`config.mk`:
```
export PLATFORM = sky130hd
export DESIGN_NAME = mpepr_top
export DESIGN_NICKNAME = d
export VERILOG_FILES = /design/src/hw/mpepr_pkg.sv /design/src/hw/mpepr_top.sv
export SDC_FILE = /design/constraint.sdc
export NUM_CORES = 1
export LEC_CHECK = 0
export BUFFER_PORTS_ARGS = -buffer_cell sky130_fd_sc_hd__buf_2
export CORE_ASPECT_RATIO = 1.4
export CORE_MARGIN = 4
export CORE_UTILIZATION = 53
export DETAILED_ROUTE_END_ITERATION = 7
export GPL_ROUTABILITY_DRIVEN = 0
export PLACE_DENSITY = 0.86
export SLEW_MARGIN = 20
export SYNTH_ARGS = -nofsm -noshare
export SYNTH_HDL_FRONTEND = slang
export SYNTH_SLANG_ARGS = --single-unit
```
`constraint.sdc`:
```
create_clock -name clk_sys_i -period 1.9 [get_ports clk_sys_i]
set_clock_uncertainty 0.05 [all_clocks]
set_input_delay 0.095 -clock clk_sys_i [delete_from_list [all_inputs] [get_ports clk_sys_i]]
set_output_delay 0.095 -clock clk_sys_i [all_outputs]
set_load 0.005 [all_outputs]
```
`src/hw/mpepr_pkg.sv`:
```
// package: register map, field layout and state types of the pwm event/preload register block
package mpepr_pkg;
   // register-file addresses
   localparam logic [7:0] ADDR_PENDING = 8'hf3;
   localparam logic [7:0] ADDR_TACHO_HIGH = 8'hf4;
   localparam logic [7:0] ADDR_TACHO_LOW = 8'hf5;
   localparam logic [7:0] ADDR_PWM_DIV = 8'hf6;
   localparam logic [7:0] ADDR_REP = 8'hf7;
   localparam logic [7:0] ADDR_W_HIGH = 8'hf8;
   localparam logic [7:0] ADDR_W_LOW = 8'hf9;
   localparam logic [7:0] ADDR_V_HIGH = 8'hfa;
   localparam logic [7:0] ADDR_V_LOW = 8'hfb;
   localparam logic [7:0] ADDR_U_HIGH = 8'hfc;
   localparam logic [7:0] ADDR_U_LOW = 8'hfd;
   localparam logic [7:0] ADDR_P0_HIGH = 8'hfe;
   localparam logic [7:0] ADDR_P0_LOW = 8'hff;
   // pending flag bit positions
   localparam int BIT_PERIOD = 7;
   localparam int BIT_CAPTURE = 6;
   localparam int BIT_OVERFLOW = 5;
   localparam int BIT_TRANSFER = 4;
   localparam int BIT_ZERO = 3;
   localparam int BIT_U = 2;
   localparam int BIT_V = 1;
   localparam int BIT_W = 0;
   // field masks of partly reserved registers
   localparam logic [7:0] MASK_TACHO_HIGH = 8'h0f;
   localparam logic [7:0] MASK_PHASE_LOW = 8'he0;
   localparam logic [7:0] MASK_P0_HIGH = 8'h03;
   localparam logic [7:0] RESET_BYTE = 8'h00;
   // software transfer enable bits: repetition, w, v, u, compare-0
   localparam int SEN_REP = 4;
   localparam int SEN_W = 3;
   localparam int SEN_V = 2;
   localparam int SEN_U = 1;
   localparam int SEN_P0 = 0;

   // live compare values seen by the counter logic
   typedef struct packed {
      logic [10:0] u;
      logic [10:0] v;
      logic [10:0] w;
      logic [9:0] p0;
   } mpepr_compare_t;

   // raw counter events from the counter section
   typedef struct packed {
      logic pwm_zero;
      logic period_match;
      logic u_match;
      logic v_match;
      logic w_match;
      logic tacho_capture;
      logic tacho_overflow;
   } mpepr_events_t;

   // transfer bookkeeping state
   typedef enum logic [1:0] {
      MPEPR_XF_IDLE = 2'b01,
      MPEPR_XF_LOAD = 2'b10
   } mpepr_xf_state_t;

   // complete block state
   typedef struct packed {
      logic [7:0] pending;
      logic [7:0] tacho_high;
      logic [7:0] tacho_low;
      logic [7:0] pwm_div;
      logic [7:0] update_period_count;
      logic [7:0] w_high;
      logic [7:0] w_low;
      logic [7:0] v_high;
      logic [7:0] v_low;
      logic [7:0] u_high;
      logic [7:0] u_low;
      logic [7:0] p0_high;
      logic [7:0] p0_low;
      logic [7:0] rep_count;
      logic [11:0] tacho_pre_cnt;
      logic [7:0] pwm_pre_cnt;
      logic tacho_tick;
      logic pwm_tick;
      logic transfer_pulse;
      mpepr_xf_state_t xf_state;
      mpepr_compare_t cmp;
      logic [7:0] rd_data;
   } mpepr_state_t;
endpackage

```
`src/hw/mpepr_top.sv`:
```
// event-pending, prescaler, repetition and compare-preload registers of the motor pwm controller
//
// Contract
// - compare-0 match sets period flag when enabled
// - tacho capture sets capture flag when enabled
// - tacho overflow sets overflow flag when enabled
// - preload transfer sets transfer flag when enabled
// - pwm counter zero sets zero flag when enabled
// - classical mode: phase match sets phase flag when enabled
// - zero-centred: only selected direction sets phase flags
// - software writes never set pending flags
// - written zero clears, written one keeps
// - tacho prescaler 12 bits, high nibble low byte
// - pwm prescaler divides by value plus one
// - repetition zero transfers on every counter zero
// - phase preloads 11 bits, low reserved bits
// - compare-0 preload 10 bits, high reserved bits
// - reset clears all these registers to zero
// - hardware mode: both zero reload, copy, event
// - software command copies only enabled preloads
`timescale 1ns/1ns
`default_nettype none
module mpepr_top
(
   input wire logic clk_sys_i, // internal core clock
   input wire logic reset_n_i, // system reset, active low
   // register-file port
   input wire logic [7:0] reg_addr_i, // register address
   input wire logic reg_wr_i, // byte write strobe
   input wire logic [7:0] reg_wdata_i, // write byte
   input wire logic reg_rd_i, // read strobe
   output logic [7:0] reg_rdata_o, // read byte, registered
   // control bits held by the neighbouring control/mask registers
   input wire logic pwm_enable_i, // pwm counter and prescaler running
   input wire logic tacho_enable_i, // tacho counter and prescaler running
   input wire logic counting_shape_select_i, // 0 classical, 1 zero-centred
   input wire logic direction_event_select_i, // 0 flag on up, 1 flag on down
   input wire logic counting_up_i, // counter direction status, 1 up
   input wire logic transfer_source_select_i, // 0 hardware, 1 software transfer
   input wire logic software_transfer_command_i, // one-cycle transfer command
   input wire logic [4:0] software_transfer_enables_i, // rep, w, v, u, compare-0
   input wire logic [7:0] event_enables_i, // per-flag enables, pending layout
   input wire mpepr_pkg::mpepr_events_t events_i, // raw counter events
   // outputs to the counter section
   output logic tacho_tick_o, // tacho counter clock enable pulse
   output logic pwm_tick_o, // pwm counter clock enable pulse
   output logic transfer_o, // preloads copied this cycle
   output mpepr_pkg::mpepr_compare_t compare_o, // live compare values
   output logic [7:0] event_pending_flags_o // pending flags for interrupt logic
);
   // ==========================================================
   // state
   mpepr_pkg::mpepr_state_t state_reg; // registered state
   mpepr_pkg::mpepr_state_t state_next; // next state
   logic [7:0] raw_set; // qualified event set vector
   logic phase_dir_ok; // direction filter for phase flags
   logic [11:0] tacho_div; // assembled tacho prescaler value
   logic hw_transfer; // hardware transfer condition
   logic sw_transfer; // software transfer command taken
   logic [7:0] wmask; // write-clear mask

   // ==========================================================
   // next-state logic
   always_comb
   begin
      state_next = state_reg;
      state_next.tacho_tick = 1'b0;
      state_next.pwm_tick = 1'b0;
      state_next.transfer_pulse = 1'b0;
      // tacho prescaler: 12-bit value, divide by value plus one
      tacho_div = {state_reg.tacho_high[3:0], state_reg.tacho_low};
      if (!tacho_enable_i)
      begin
         state_next.tacho_pre_cnt = 12'h000;
      end
      else if (state_reg.tacho_pre_cnt >= tacho_div)
      begin
         state_next.tacho_pre_cnt = 12'h000;
         state_next.tacho_tick = 1'b1;
      end
      else
      begin
         state_next.tacho_pre_cnt = state_reg.tacho_pre_cnt + 12'h001;
      end
      // pwm prescaler: divide by value plus one
      if (!pwm_enable_i)
      begin
         state_next.pwm_pre_cnt = 8'h00;
      end
      else if (state_reg.pwm_pre_cnt >= state_reg.pwm_div)
      begin
         state_next.pwm_pre_cnt = 8'h00;
         state_next.pwm_tick = 1'b1;
      end
      else
      begin
         state_next.pwm_pre_cnt = state_reg.pwm_pre_cnt + 8'h01;
      end
      // transfer decision
      hw_transfer = !transfer_source_select_i && pwm_enable_i && events_i.pwm_zero
         && (state_reg.rep_count == 8'h00);
      sw_transfer = transfer_source_select_i && software_transfer_command_i;
      case (state_reg.xf_state)
         mpepr_pkg::MPEPR_XF_IDLE:
         begin
            // count down repetition on each counter zero not transferring
            if (!transfer_source_select_i && pwm_enable_i && events_i.pwm_zero && !hw_transfer)
            begin
               state_next.rep_count = state_reg.rep_count - 8'h01;
            end
            if (hw_transfer)
            begin
               // reload repetition, copy all preloads
               state_next.rep_count = state_reg.update_period_count;
               state_next.cmp.w = {state_reg.w_high, state_reg.w_low[7:5]};
               state_next.cmp.v = {state_reg.v_high, state_reg.v_low[7:5]};
               state_next.cmp.u = {state_reg.u_high, state_reg.u_low[7:5]};
               state_next.cmp.p0 = {state_reg.p0_high[1:0], state_reg.p0_low};
               state_next.transfer_pulse = 1'b1;
               state_next.xf_state = mpepr_pkg::MPEPR_XF_LOAD;
            end
            else if (sw_transfer)
            begin
               // copy only the individually enabled preloads
               if (software_transfer_enables_i[mpepr_pkg::SEN_REP])
               begin
                  state_next.rep_count = state_reg.update_period_count;
               end
               if (software_transfer_enables_i[mpepr_pkg::SEN_W])
               begin
                  state_next.cmp.w = {state_reg.w_high, state_reg.w_low[7:5]};
               end
               if (software_transfer_enables_i[mpepr_pkg::SEN_V])
               begin
                  state_next.cmp.v = {state_reg.v_high, state_reg.v_low[7:5]};
               end
               if (software_transfer_enables_i[mpepr_pkg::SEN_U])
               begin
                  state_next.cmp.u = {state_reg.u_high, state_reg.u_low[7:5]};
               end
               if (software_transfer_enables_i[mpepr_pkg::SEN_P0])
               begin
                  state_next.cmp.p0 = {state_reg.p0_high[1:0], state_reg.p0_low};
               end
               state_next.transfer_pulse = 1'b1;
               state_next.xf_state = mpepr_pkg::MPEPR_XF_LOAD;
            end
         end
         mpepr_pkg::MPEPR_XF_LOAD:
         begin
            // one-cycle marker state, back to idle
            state_next.xf_state = mpepr_pkg::MPEPR_XF_IDLE;
         end
         default:
         begin
            state_next.xf_state = mpepr_pkg::MPEPR_XF_IDLE;
         end
      endcase
      // phase flags: classical any match, zero-centred chosen direction
      phase_dir_ok = !counting_shape_select_i
         || (counting_up_i != direction_event_select_i);
      raw_set = 8'h00;
      raw_set[mpepr_pkg::BIT_PERIOD] = events_i.period_match;
      raw_set[mpepr_pkg::BIT_CAPTURE] = events_i.tacho_capture;
      raw_set[mpepr_pkg::BIT_OVERFLOW] = events_i.tacho_overflow;
      raw_set[mpepr_pkg::BIT_TRANSFER] = state_reg.transfer_pulse;
      raw_set[mpepr_pkg::BIT_ZERO] = events_i.pwm_zero;
      raw_set[mpepr_pkg::BIT_U] = events_i.u_match && phase_dir_ok;
      raw_set[mpepr_pkg::BIT_V] = events_i.v_match && phase_dir_ok;
      raw_set[mpepr_pkg::BIT_W] = events_i.w_match && phase_dir_ok;
      raw_set = raw_set & event_enables_i;
      // register writes; pending clears on zero, never sets
      wmask = 8'hff;
      if (reg_wr_i)
      begin
         case (reg_addr_i)
            mpepr_pkg::ADDR_PENDING: wmask = reg_wdata_i;
            mpepr_pkg::ADDR_TACHO_HIGH: state_next.tacho_high = reg_wdata_i & mpepr_pkg::MASK_TACHO_HIGH;
            mpepr_pkg::ADDR_TACHO_LOW: state_next.tacho_low = reg_wdata_i;
            mpepr_pkg::ADDR_PWM_DIV: state_next.pwm_div = reg_wdata_i;
            mpepr_pkg::ADDR_REP: state_next.update_period_count = reg_wdata_i;
            mpepr_pkg::ADDR_W_HIGH: state_next.w_high = reg_wdata_i;
            mpepr_pkg::ADDR_W_LOW: state_next.w_low = reg_wdata_i & mpepr_pkg::MASK_PHASE_LOW;
            mpepr_pkg::ADDR_V_HIGH: state_next.v_high = reg_wdata_i;
            mpepr_pkg::ADDR_V_LOW: state_next.v_low = reg_wdata_i & mpepr_pkg::MASK_PHASE_LOW;
            mpepr_pkg::ADDR_U_HIGH: state_next.u_high = reg_wdata_i;
            mpepr_pkg::ADDR_U_LOW: state_next.u_low = reg_wdata_i & mpepr_pkg::MASK_PHASE_LOW;
            mpepr_pkg::ADDR_P0_HIGH: state_next.p0_high = reg_wdata_i & mpepr_pkg::MASK_P0_HIGH;
            mpepr_pkg::ADDR_P0_LOW: state_next.p0_low = reg_wdata_i;
            default: wmask = 8'hff;
         endcase
      end
      // set wins over a simultaneous clear
      state_next.pending = (state_reg.pending & wmask) | raw_set;
      // registered read data, unmapped addresses read zero
      if (reg_rd_i)
      begin
         case (reg_addr_i)
            mpepr_pkg::ADDR_PENDING: state_next.rd_data = state_reg.pending;
            mpepr_pkg::ADDR_TACHO_HIGH: state_next.rd_data = state_reg.tacho_high;
            mpepr_pkg::ADDR_TACHO_LOW: state_next.rd_data = state_reg.tacho_low;
            mpepr_pkg::ADDR_PWM_DIV: state_next.rd_data = state_reg.pwm_div;
            mpepr_pkg::ADDR_REP: state_next.rd_data = state_reg.update_period_count;
            mpepr_pkg::ADDR_W_HIGH: state_next.rd_data = state_reg.w_high;
            mpepr_pkg::ADDR_W_LOW: state_next.rd_data = state_reg.w_low;
            mpepr_pkg::ADDR_V_HIGH: state_next.rd_data = state_reg.v_high;
            mpepr_pkg::ADDR_V_LOW: state_next.rd_data = state_reg.v_low;
            mpepr_pkg::ADDR_U_HIGH: state_next.rd_data = state_reg.u_high;
            mpepr_pkg::ADDR_U_LOW: state_next.rd_data = state_reg.u_low;
            mpepr_pkg::ADDR_P0_HIGH: state_next.rd_data = state_reg.p0_high;
            mpepr_pkg::ADDR_P0_LOW: state_next.rd_data = state_reg.p0_low;
            default: state_next.rd_data = mpepr_pkg::RESET_BYTE;
         endcase
      end
   end

   // ==========================================================
   // state register, everything zero at reset except xf_state, which loads MPEPR_XF_IDLE
   always_ff @(posedge clk_sys_i or negedge reset_n_i)
   begin
      if (!reset_n_i)
      begin
         state_reg <= '0;
         state_reg.xf_state <= mpepr_pkg::MPEPR_XF_IDLE;
      end
      else
      begin
         state_reg <= state_next;
      end
   end

   // ==========================================================
   // outputs
   assign reg_rdata_o = state_reg.rd_data;
   assign tacho_tick_o = state_reg.tacho_tick;
   assign pwm_tick_o = state_reg.pwm_tick;
   assign transfer_o = state_reg.transfer_pulse;
   assign compare_o = state_reg.cmp;
   assign event_pending_flags_o = state_reg.pending;

   // ==========================================================
   // assertions
   period_flag_set_a: assert property (@(posedge clk_sys_i) disable iff (!reset_n_i)
      events_i.period_match && event_enables_i[7] |=> event_pending_flags_o[7])
      else $error("period match flag not set");
   capture_flag_set_a: assert property (@(posedge clk_sys_i) disable iff (!reset_n_i)
      events_i.tacho_capture && event_enables_i[6] |=> event_pending_flags_o[6])
      else $error("capture flag not set");
   overflow_flag_set_a: assert property (@(posedge clk_sys_i) disable iff (!reset_n_i)
      events_i.tacho_overflow && event_enables_i[5] |=> event_pending_flags_o[5])
      else $error("overflow flag not set");
   transfer_flag_set_a: assert property (@(posedge clk_sys_i) disable iff (!reset_n_i)
      transfer_o && event_enables_i[4] |=> event_pending_flags_o[4])
      else $error("transfer flag not set");
   zero_flag_set_a: assert property (@(posedge clk_sys_i) disable iff (!reset_n_i)
      events_i.pwm_zero && event_enables_i[3] |=> event_pending_flags_o[3])
      else $error("zero flag not set");
   phase_dir_filter_a: assert property (@(posedge clk_sys_i) disable iff (!reset_n_i)
      counting_shape_select_i && (counting_up_i == direction_event_select_i)
      && !event_pending_flags_o[0] && !(reg_wr_i && reg_addr_i == mpepr_pkg::ADDR_PENDING)
      |=> !event_pending_flags_o[0])
      else $error("phase flag set in wrong direction");
   no_sw_set_a: assert property (@(posedge clk_sys_i) disable iff (!reset_n_i)
      reg_wr_i && reg_addr_i == mpepr_pkg::ADDR_PENDING && raw_set == 8'h00
      |=> (event_pending_flags_o & ~$past(event_pending_flags_o)) == 8'h00)
      else $error("software raised a pending flag");
   clear_on_zero_a: assert property (@(posedge clk_sys_i) disable iff (!reset_n_i)
      reg_wr_i && reg_addr_i == mpepr_pkg::ADDR_PENDING |=> event_pending_flags_o
      == (($past(event_pending_flags_o) & $past(reg_wdata_i)) | $past(raw_set)))
      else $error("pending write clear wrong");
   pwm_div_period_a: assert property (@(posedge clk_sys_i) disable iff (!reset_n_i)
      pwm_tick_o && pwm_enable_i && state_reg.pwm_div == 8'h01
      |=> !pwm_tick_o ##1 (pwm_tick_o || !$past(pwm_enable_i) || $past(state_reg.pwm_div) != 8'h01))
      else $error("pwm prescaler period wrong");
   hw_transfer_a: assert property (@(posedge clk_sys_i) disable iff (!reset_n_i)
      hw_transfer && state_reg.xf_state == mpepr_pkg::MPEPR_XF_IDLE
      |=> transfer_o && compare_o.p0 == {$past(state_reg.p0_high[1:0]), $past(state_reg.p0_low)})
      else $error("hardware transfer missed");
   reset_zero_a: assert property (@(posedge clk_sys_i)
      $rose(reset_n_i) |-> event_pending_flags_o == 8'h00)
      else $error("pending not zero after reset");
   // a counter zero that is not due for transfer only steps the repetition count down
   rep_count_down_a: assert property (@(posedge clk_sys_i) disable iff (!reset_n_i)
      !transfer_source_select_i && pwm_enable_i && events_i.pwm_zero && state_reg.rep_count != 8'h00
      && state_reg.xf_state == mpepr_pkg::MPEPR_XF_IDLE |=> !transfer_o
      && state_reg.rep_count == $past(state_reg.rep_count) - 8'h01)
      else $error("repetition count not stepped");
   // a software command leaves the u preload untouched when its enable is off
   sw_mask_hold_a: assert property (@(posedge clk_sys_i) disable iff (!reset_n_i)
      sw_transfer && state_reg.xf_state == mpepr_pkg::MPEPR_XF_IDLE
      && !software_transfer_enables_i[mpepr_pkg::SEN_U] |=> transfer_o && $stable(compare_o.u))
      else $error("disabled preload copied");
   // a zero tacho divider gives a tick on every cycle
   tacho_zero_div_a: assert property (@(posedge clk_sys_i) disable iff (!reset_n_i)
      tacho_enable_i && tacho_div == 12'h000 |=> tacho_tick_o)
      else $error("tacho divide by one wrong");
   // reserved compare-0 high bits never stored
   p0_reserved_a: assert property (@(posedge clk_sys_i) disable iff (!reset_n_i)
      reg_wr_i && reg_addr_i == mpepr_pkg::ADDR_P0_HIGH
      |=> state_reg.p0_high == (mpepr_pkg::MASK_P0_HIGH & $past(reg_wdata_i)))
      else $error("compare-0 reserved bits kept");
   hw_transfer_c: cover property (@(posedge clk_sys_i) disable iff (!reset_n_i) hw_transfer);
   sw_transfer_c: cover property (@(posedge clk_sys_i) disable iff (!reset_n_i) sw_transfer);
   clear_flag_c: cover property (@(posedge clk_sys_i) disable iff (!reset_n_i)
      reg_wr_i && reg_addr_i == mpepr_pkg::ADDR_PENDING && event_pending_flags_o != 8'h00);
   rep_count_c: cover property (@(posedge clk_sys_i) disable iff (!reset_n_i)
      events_i.pwm_zero && !transfer_source_select_i && state_reg.rep_count != 8'h00);
   centred_phase_c: cover property (@(posedge clk_sys_i) disable iff (!reset_n_i)
      counting_shape_select_i && events_i.u_match && phase_dir_ok);
endmodule
`default_nettype wire

```
==> results of run 1 <==
cell families after synthesis:
kind of cell	count (synthesis)	share of synthesized area (%)
AOI/OAI and AO/OA	124	9.98
adders and majority gates	24	3.58
DFF	163	48.6
muxes	111	14.8
xor gates and xnor gates	17	1.77
buffers and inverters	127	8.78
and+or+nand+nor	202	12.5
cells in the final DEF (no fill, tap or decap), types with 5 or more instances in the layout:
cell type        n
mux2i_1          9
buf_2          107
a21oi_1         12
clkbuf_16       18
dfrtp_1        162
and3_1           8
nor2_1          35
ha_1            18
nor2_2           6
nor4_1           5
nand2b_1         7
ha_4             6
nand3_1         30
inv_1           30
o2bb2ai_1        6
dlygate4sd3_1   19
inv_2            5
a22oi_1          9
a31oi_1          7
clkbuf_1         7
mux2_2          66
nand4_1          6
a21o_1           6
buf_12           9
nor2b_1          8
nand2_1         60
buf_4           54
mux2_4          36
o21ai_0         31
xnor2_1          5
nor3_1           6
xor2_1          12
o22ai_1          8
per-layer routing:
layer / routed length [um] / global-route usage, % / part of all wire (%)
met2: 11800 / 44.8 / 49
met1: 8880 / 30.9 / 37
met3: 1860 / 5.07 / 7.7
met4: 1600 / 13.6 / 6.6
met5: 0 / 0 / 0
worst paths after layout:
check	startpoint	end	slack, ps	depth (start not counted)
worst max-delay path	state_reg[77]	compare_o[40]	-180	7
worst min-delay path	reg_wdata_i[3]	state_reg[167]	20	3
worst max register to register	state_reg[77]	compare_o[40]	-180	7
worst min register to register	compare_o[29]	compare_o[29]	450	1
max in group asynchronous	reset_n_i	event_pending_flags_o[5]	1100	3
min in group asynchronous	reset_n_i	compare_o[2]	110	2
per-stage QoR:
stage	total power [mW]	worst slack (ps)	hold slack (ps)	cells	instance area, um2
5_1_grt	8.63	-238	7.26	1098	10300
3_3_place_gp	4.90	15.9	-6.29	1037	9100
3_5_place_dp	4.96	-110	0.402	1037	9100
2_1_floorplan	4.51	2.65	-251	768	8410
4_1_cts	8.13	-73.6	0.928	1090	9930
6_report	8.33	-185	15.9	1098	10300
power breakdown:
group	total, mW	switching (mW)	internal, mW
clock network	3.16	1.35	1.80
logic	1.29	0.676	0.614
registers	3.89	0.203	3.68
cell type report:
| type | instances | area share (%) |
|---|---|---|
| sequential | 163 | 39.6 |
| timing repair buffer | 194 | 13.4 |
| tap | 196 | 2.38 |
| multi-input combinational | 478 | 38.2 |
| clock buffer | 24 | 4.38 |
| clock inverter | 8 | 0.789 |
| inverter | 35 | 1.27 |
worst max-delay path: stages (launching register included):
cell	delay, ps
dfrtp_1	410
inv_2	100
ha_4	130
nor3b_4	270
nand3_4	140
a21oi_4	340
buf_12	190
mux2_2	340
what timing repair did:
item	in CTS	in global routing
pin swaps	4	21
setup buffers	2	7
endpoints found under the setup margin	66	75
resized for setup	14	69
endpoints found under the hold margin	174	0
gates cloned	0	1
hold buffers	19	0
==> run summary, run 1 <==
Area of the multi-input gates: 3940 um2
CTS tree: yes
Fin crit period: 2080 ps
Status: finished with violations
Syn nets: 839
Area of the mapped netlist: 8390 um2
Sequential fraction of the synthesis area: 48.6%
Root Buffer: clkbuf_16
Worst vdd ir: 763 uV
Mapped Avg Cell Area: 10.9 um2
Drt drc: 0
Syn Inst Count: 768
Number of flip-flops in the largest register: 101
# fillers: 1040
First-pass GRT wire length: 36.2 mm
Core area: 15500 um2
Leak Pwr: 5.04 nW
Vias: 6730
Failing checks: setup timing
Tot GR Track Use: 26.1%
Critical Path Fanout Max: 6
Pre-Repair DR Iteration Count: 6
Core Util, Final: 66.3%
Relative slew slack: 55.0%
Area Overhead vs Synth: 22.9%
Synthesized flop and latch total: 163
Worst Path Required: 2160 ps
Die Area: 17900 um2
CP arrival: 2340 ps
Clock transition at path regs: 60 ps
Largest net degree at the start of global routing: 45
Most common cell in the netlist: dfrtp_1
Iter 0 DRT Violations: 804
Vias in the first global route: 6819
Share of the synthesized area in the top cell type: 48.3%
Gr ovfl total: 0
Netlist cell types: 65
Clk buf depth: 2
Clk_lat worst skew: 420 ps
Slew Limit Fails: 0
Initial antenna violation count: 0
Worst Hold Class: input pin to register
Die X: 114 um
Register area: 4080 um2
Fin Setup TNS: -7120 ps
Rows: 54
Commonest cells post-synth: 162 x dfrtp_1, 102 x mux2_2, 64 x buf_4
Hold Fails Final Rpt: 0
CTS Buf Count: 17
Max Clk Rate: 480 MHz
Setup WS post-layout: -185 ps
Die height: 157 um
Final cycle utilization of the critical path: 110%
DRT antenna net count: 0
I/O pins: 109
Top_reg_cell synth: dfrtp_1
Starting density of the core: 54.0%
Final #Nets: 960
Syn. warnings: 0
CP endpoint kind: register
Share of layout cells above drive strength 1: 38.7%
Synth area leaders: dfrtp_1 48%, mux2_2 14%, buf_4 5.7%
Port Buffer Count: 108
Via/cell ratio: 6.13
Pwr dens: 808 nW/um2
Cell type with the largest total area after synthesis: dfrtp_1
ANT cells: 0
Crit Path Class: register to register
Detailed Route WL: 24.1 mm
Clock Sinks: 163
Post-DR wirelength/cell: 22.0 um
Final setup viols: 59
Slew at the pin closest to its max-slew limit: 674 ps
HPWL Detailed: 15.7 mm
Number of enable flip-flop cells after synthesis: 0
Async set-reset flop share out of synthesis: 100%
Critical Path Source Type: register
CTS H-tree lvls: 4
Number of max-cap violations: 0
RSZ-0062 raised after global routing: yes
No activity file was read; power rests on OpenSTA's default activity.
==> inputs of run 2 (changes only) <==
Settings changed: CORE_MARGIN 4 to default.
==> run 2 against run 1 <==
- the flow still finishes with violations (setup timing)
- total power rose by 5.5%
- sequential cell count did not move
- critical path depth fell by 1
- hold slack got worse by 8.7 ps
- setup slack improved by 56 ps
- die area fell by 8.9%
- first-iteration DRC count fell by 20%
- sequential share of layout area rose by 0.21 points
- cell count rose by 0.27%
- fmax rose by 2.8%
- critical path type unchanged
- critical endpoint is now state_reg[66]
- largest power group unchanged
==> run summary, run 2 (same netlist as run 1, synthesis figures left out) <==
Largest net degree at the start of global routing: 69 (+53%)
R2r startpoint: state_reg[75]
Failing checks: setup timing
First-pass GRT wire length: 35.5 mm (-2.0%)
Relative slew slack: 61.7% (+6.7 points)
Gr ovfl total: 0 (unchanged)
I/O pins: 109 (unchanged)
Worst Hold Class: input pin to register
Worst vdd ir: 538 uV (-29%)
CP arrival: 2290 ps (-50 ps)
Initial antenna violation count: 0 (unchanged)
CTS H-tree lvls: 4 (unchanged)
Iter 0 DRT Violations: 647 (-20%)
ANT cells: 0 (unchanged)
Final #Nets: 963 (+0.31%)
Critical Path Source Type: register
HPWL Detailed: 15.3 mm (-2.6%)
Pre-Repair DR Iteration Count: 5 (-1)
Commonest cells after routing, fill and taps aside: 161 x dfrtp_1, 107 x buf_2, 90 x mux2_2
Final cycle utilization of the critical path: 107% (-2.9 points)
DRT antenna net count: 0 (unchanged)
Vias: 6630 (-1.5%)
Die X: 108 um (-5.2%)
Crit path from: state_reg[75]
Slew Limit Fails: 0 (unchanged)
Share of layout cells above drive strength 1: 38.8% (+0.093 points)
Pwr dens: 857 nW/um2 (+6.0%)
Detail Route met3 WL: 1.57 mm (-16%)
Rows: 54 (unchanged)
# fillers: 1088 (+4.6%)
Metal-1 WL: 8.90 mm (+0.21%)
Crit path cell chain: ha_4 -> nand4_1 -> or4_4 -> o211ai_1 -> buf_4 -> nor2_1
RSZ-0062 raised after global routing: yes
Crit Path Class: register to register
Fin crit period: 2030 ps (-56.0 ps)
Status: finished with violations
Die height: 151 um (-3.8%)
Commonest non-fill, non-tap cell in the layout: dfrtp_1
Port Buffer Count: 108 (unchanged)
Drt drc: 0 (unchanged)
Placed instance count: 1035 (-0.19%)
Met2 WL: 11.6 mm (-1.8%)
Number of max-cap violations: 0 (unchanged)
Via/cell ratio: 6.02 (-1.8%)
Uppermost layer routed: met4
Fin Setup TNS: -3960 ps (+3160 ps)
Max Clk Rate: 493 MHz (+2.8%)
Core area: 15500 um2 (unchanged)
Setup WS post-layout: -129 ps (+56.0 ps)
Clock Sinks: 163 (unchanged)
Post-DR wirelength/cell: 21.1 um (-4.2%)
Final setup viols: 44 (-25%)
Worst Path Required: 2160 ps (about the same)
Final Non-Filler Cells: 1101 (+0.27%)
Hold Fails Final Rpt: 0 (unchanged)
Slew at the pin closest to its max-slew limit: 574 ps (-101 ps)
Clk_lat worst skew: 430 ps (about the same)
CTS tree: yes
Max incr delay on CP: 500 ps (+90 ps)
CP endpoint kind: register
Critical Path Fanout Max: 6 (unchanged)
Core Util, Final: 66.0% (-0.33 points)
Die Area: 16300 um2 (-8.9%)
Clock transition at path regs: 70 ps (about the same)
Worst path slowest cell: or4_4
Clk buf depth: 2 (unchanged)
Root Buffer: clkbuf_16
Number of flip-flops in the largest register: 101 (unchanged)
Worst Min Path Start: reg_wdata_i[1]
WHS Path Cells: 3 (unchanged)
Post-Place Setup Slack: -76.4 ps (+33.9 ps)
Detailed Route WL: 23.2 mm (-3.9%)
FF-to-FF path depth: 6 (-1)
Tot Pwr: 8.79 mW (+5.5%)
Vias in the first global route: 6648 (-2.5%)
CTS Buf Count: 17 (unchanged)
Starting density of the core: 54.0% (unchanged)
Tot GR Track Use: 29.2% (+3.1 points)
Leak Pwr: 5.04 nW (about the same)
Area Overhead vs Synth: 22.3%
-- run 2: cell types whose count changed in the layout (fill, tap and decap cells not counted), sizes merged --
cell,delta
clkbuf,-7
inv,+4
bufinv,+3
buf,+2
dlygate4sd3,+2
clkinv,-1
-- run 2: per-stage QoR --
step           hold slack, ps  instance area (um2)
6_report                 7.17                10300
5_1_grt                  25.7                10300
4_1_cts                  2.60                10100
3_5_place_dp             6.83                 9070
3_3_place_gp             1.06                 9070
2_1_floorplan            -251                 8410
-- run 2: worst paths after layout --
kind                                  end  slack (ps)
max                         state_reg[66]        -130
min                        state_reg[165]           7
max reg2reg                 state_reg[66]        -130
min in group asynchronous   compare_o[24]         120
min reg2reg                reg_rdata_o[2]         450
max in group asynchronous   compare_o[35]         970
-- run 2: repair_timing --
item	in CTS	in global routing
gates resized for setup	21	29
setup endpoints to repair	55	71
hold buffers	21	0
setup buffers	10	3
cloned	2	0
hold endpoints to repair	125	0
pin swaps	10	11
-- run 2: critical path, delay by kind of cell, from the launching register on --
kind	cells	cell delay [ps]
AOI/OAI and AO/OA	1	240
and+or+nand+nor	3	670
adders and majority gates	1	300
DFF	1	440
buffers and inverters	1	210
-- run 2: per-layer routing --
| layer | global-route usage [%] | vias up |
|---|---|---|
| met1 | 34.6 | 3250 |
| met3 | 4.82 | 90 |
| met5 | 0 | - |
| met4 | 16.4 | 0 |
| met2 | 50.0 | 380 |
| li1 | - | 2910 |
-- run 2: power by group --
part	leakage [nW]	internal, mW	total [mW]	switching (mW)
combinational	2.60	0.563	1.20	0.633
sequential	2.13	3.68	3.88	0.196
clock	0.308	2.25	3.72	1.47
total	5.04	6.50	8.79	2.29
-- run 2: layout make-up --
type	count	area [um2]	area share, %
Inverter	35	131	1.28
Clock inverter	14	201	1.96
Timing Repair Buffer	197	1350	13.2
Multi-Input combinational cell	478	3810	37.1
Clock buffer	18	439	4.28
Tap cell	196	245	2.39
Sequential cell	163	4080	39.8
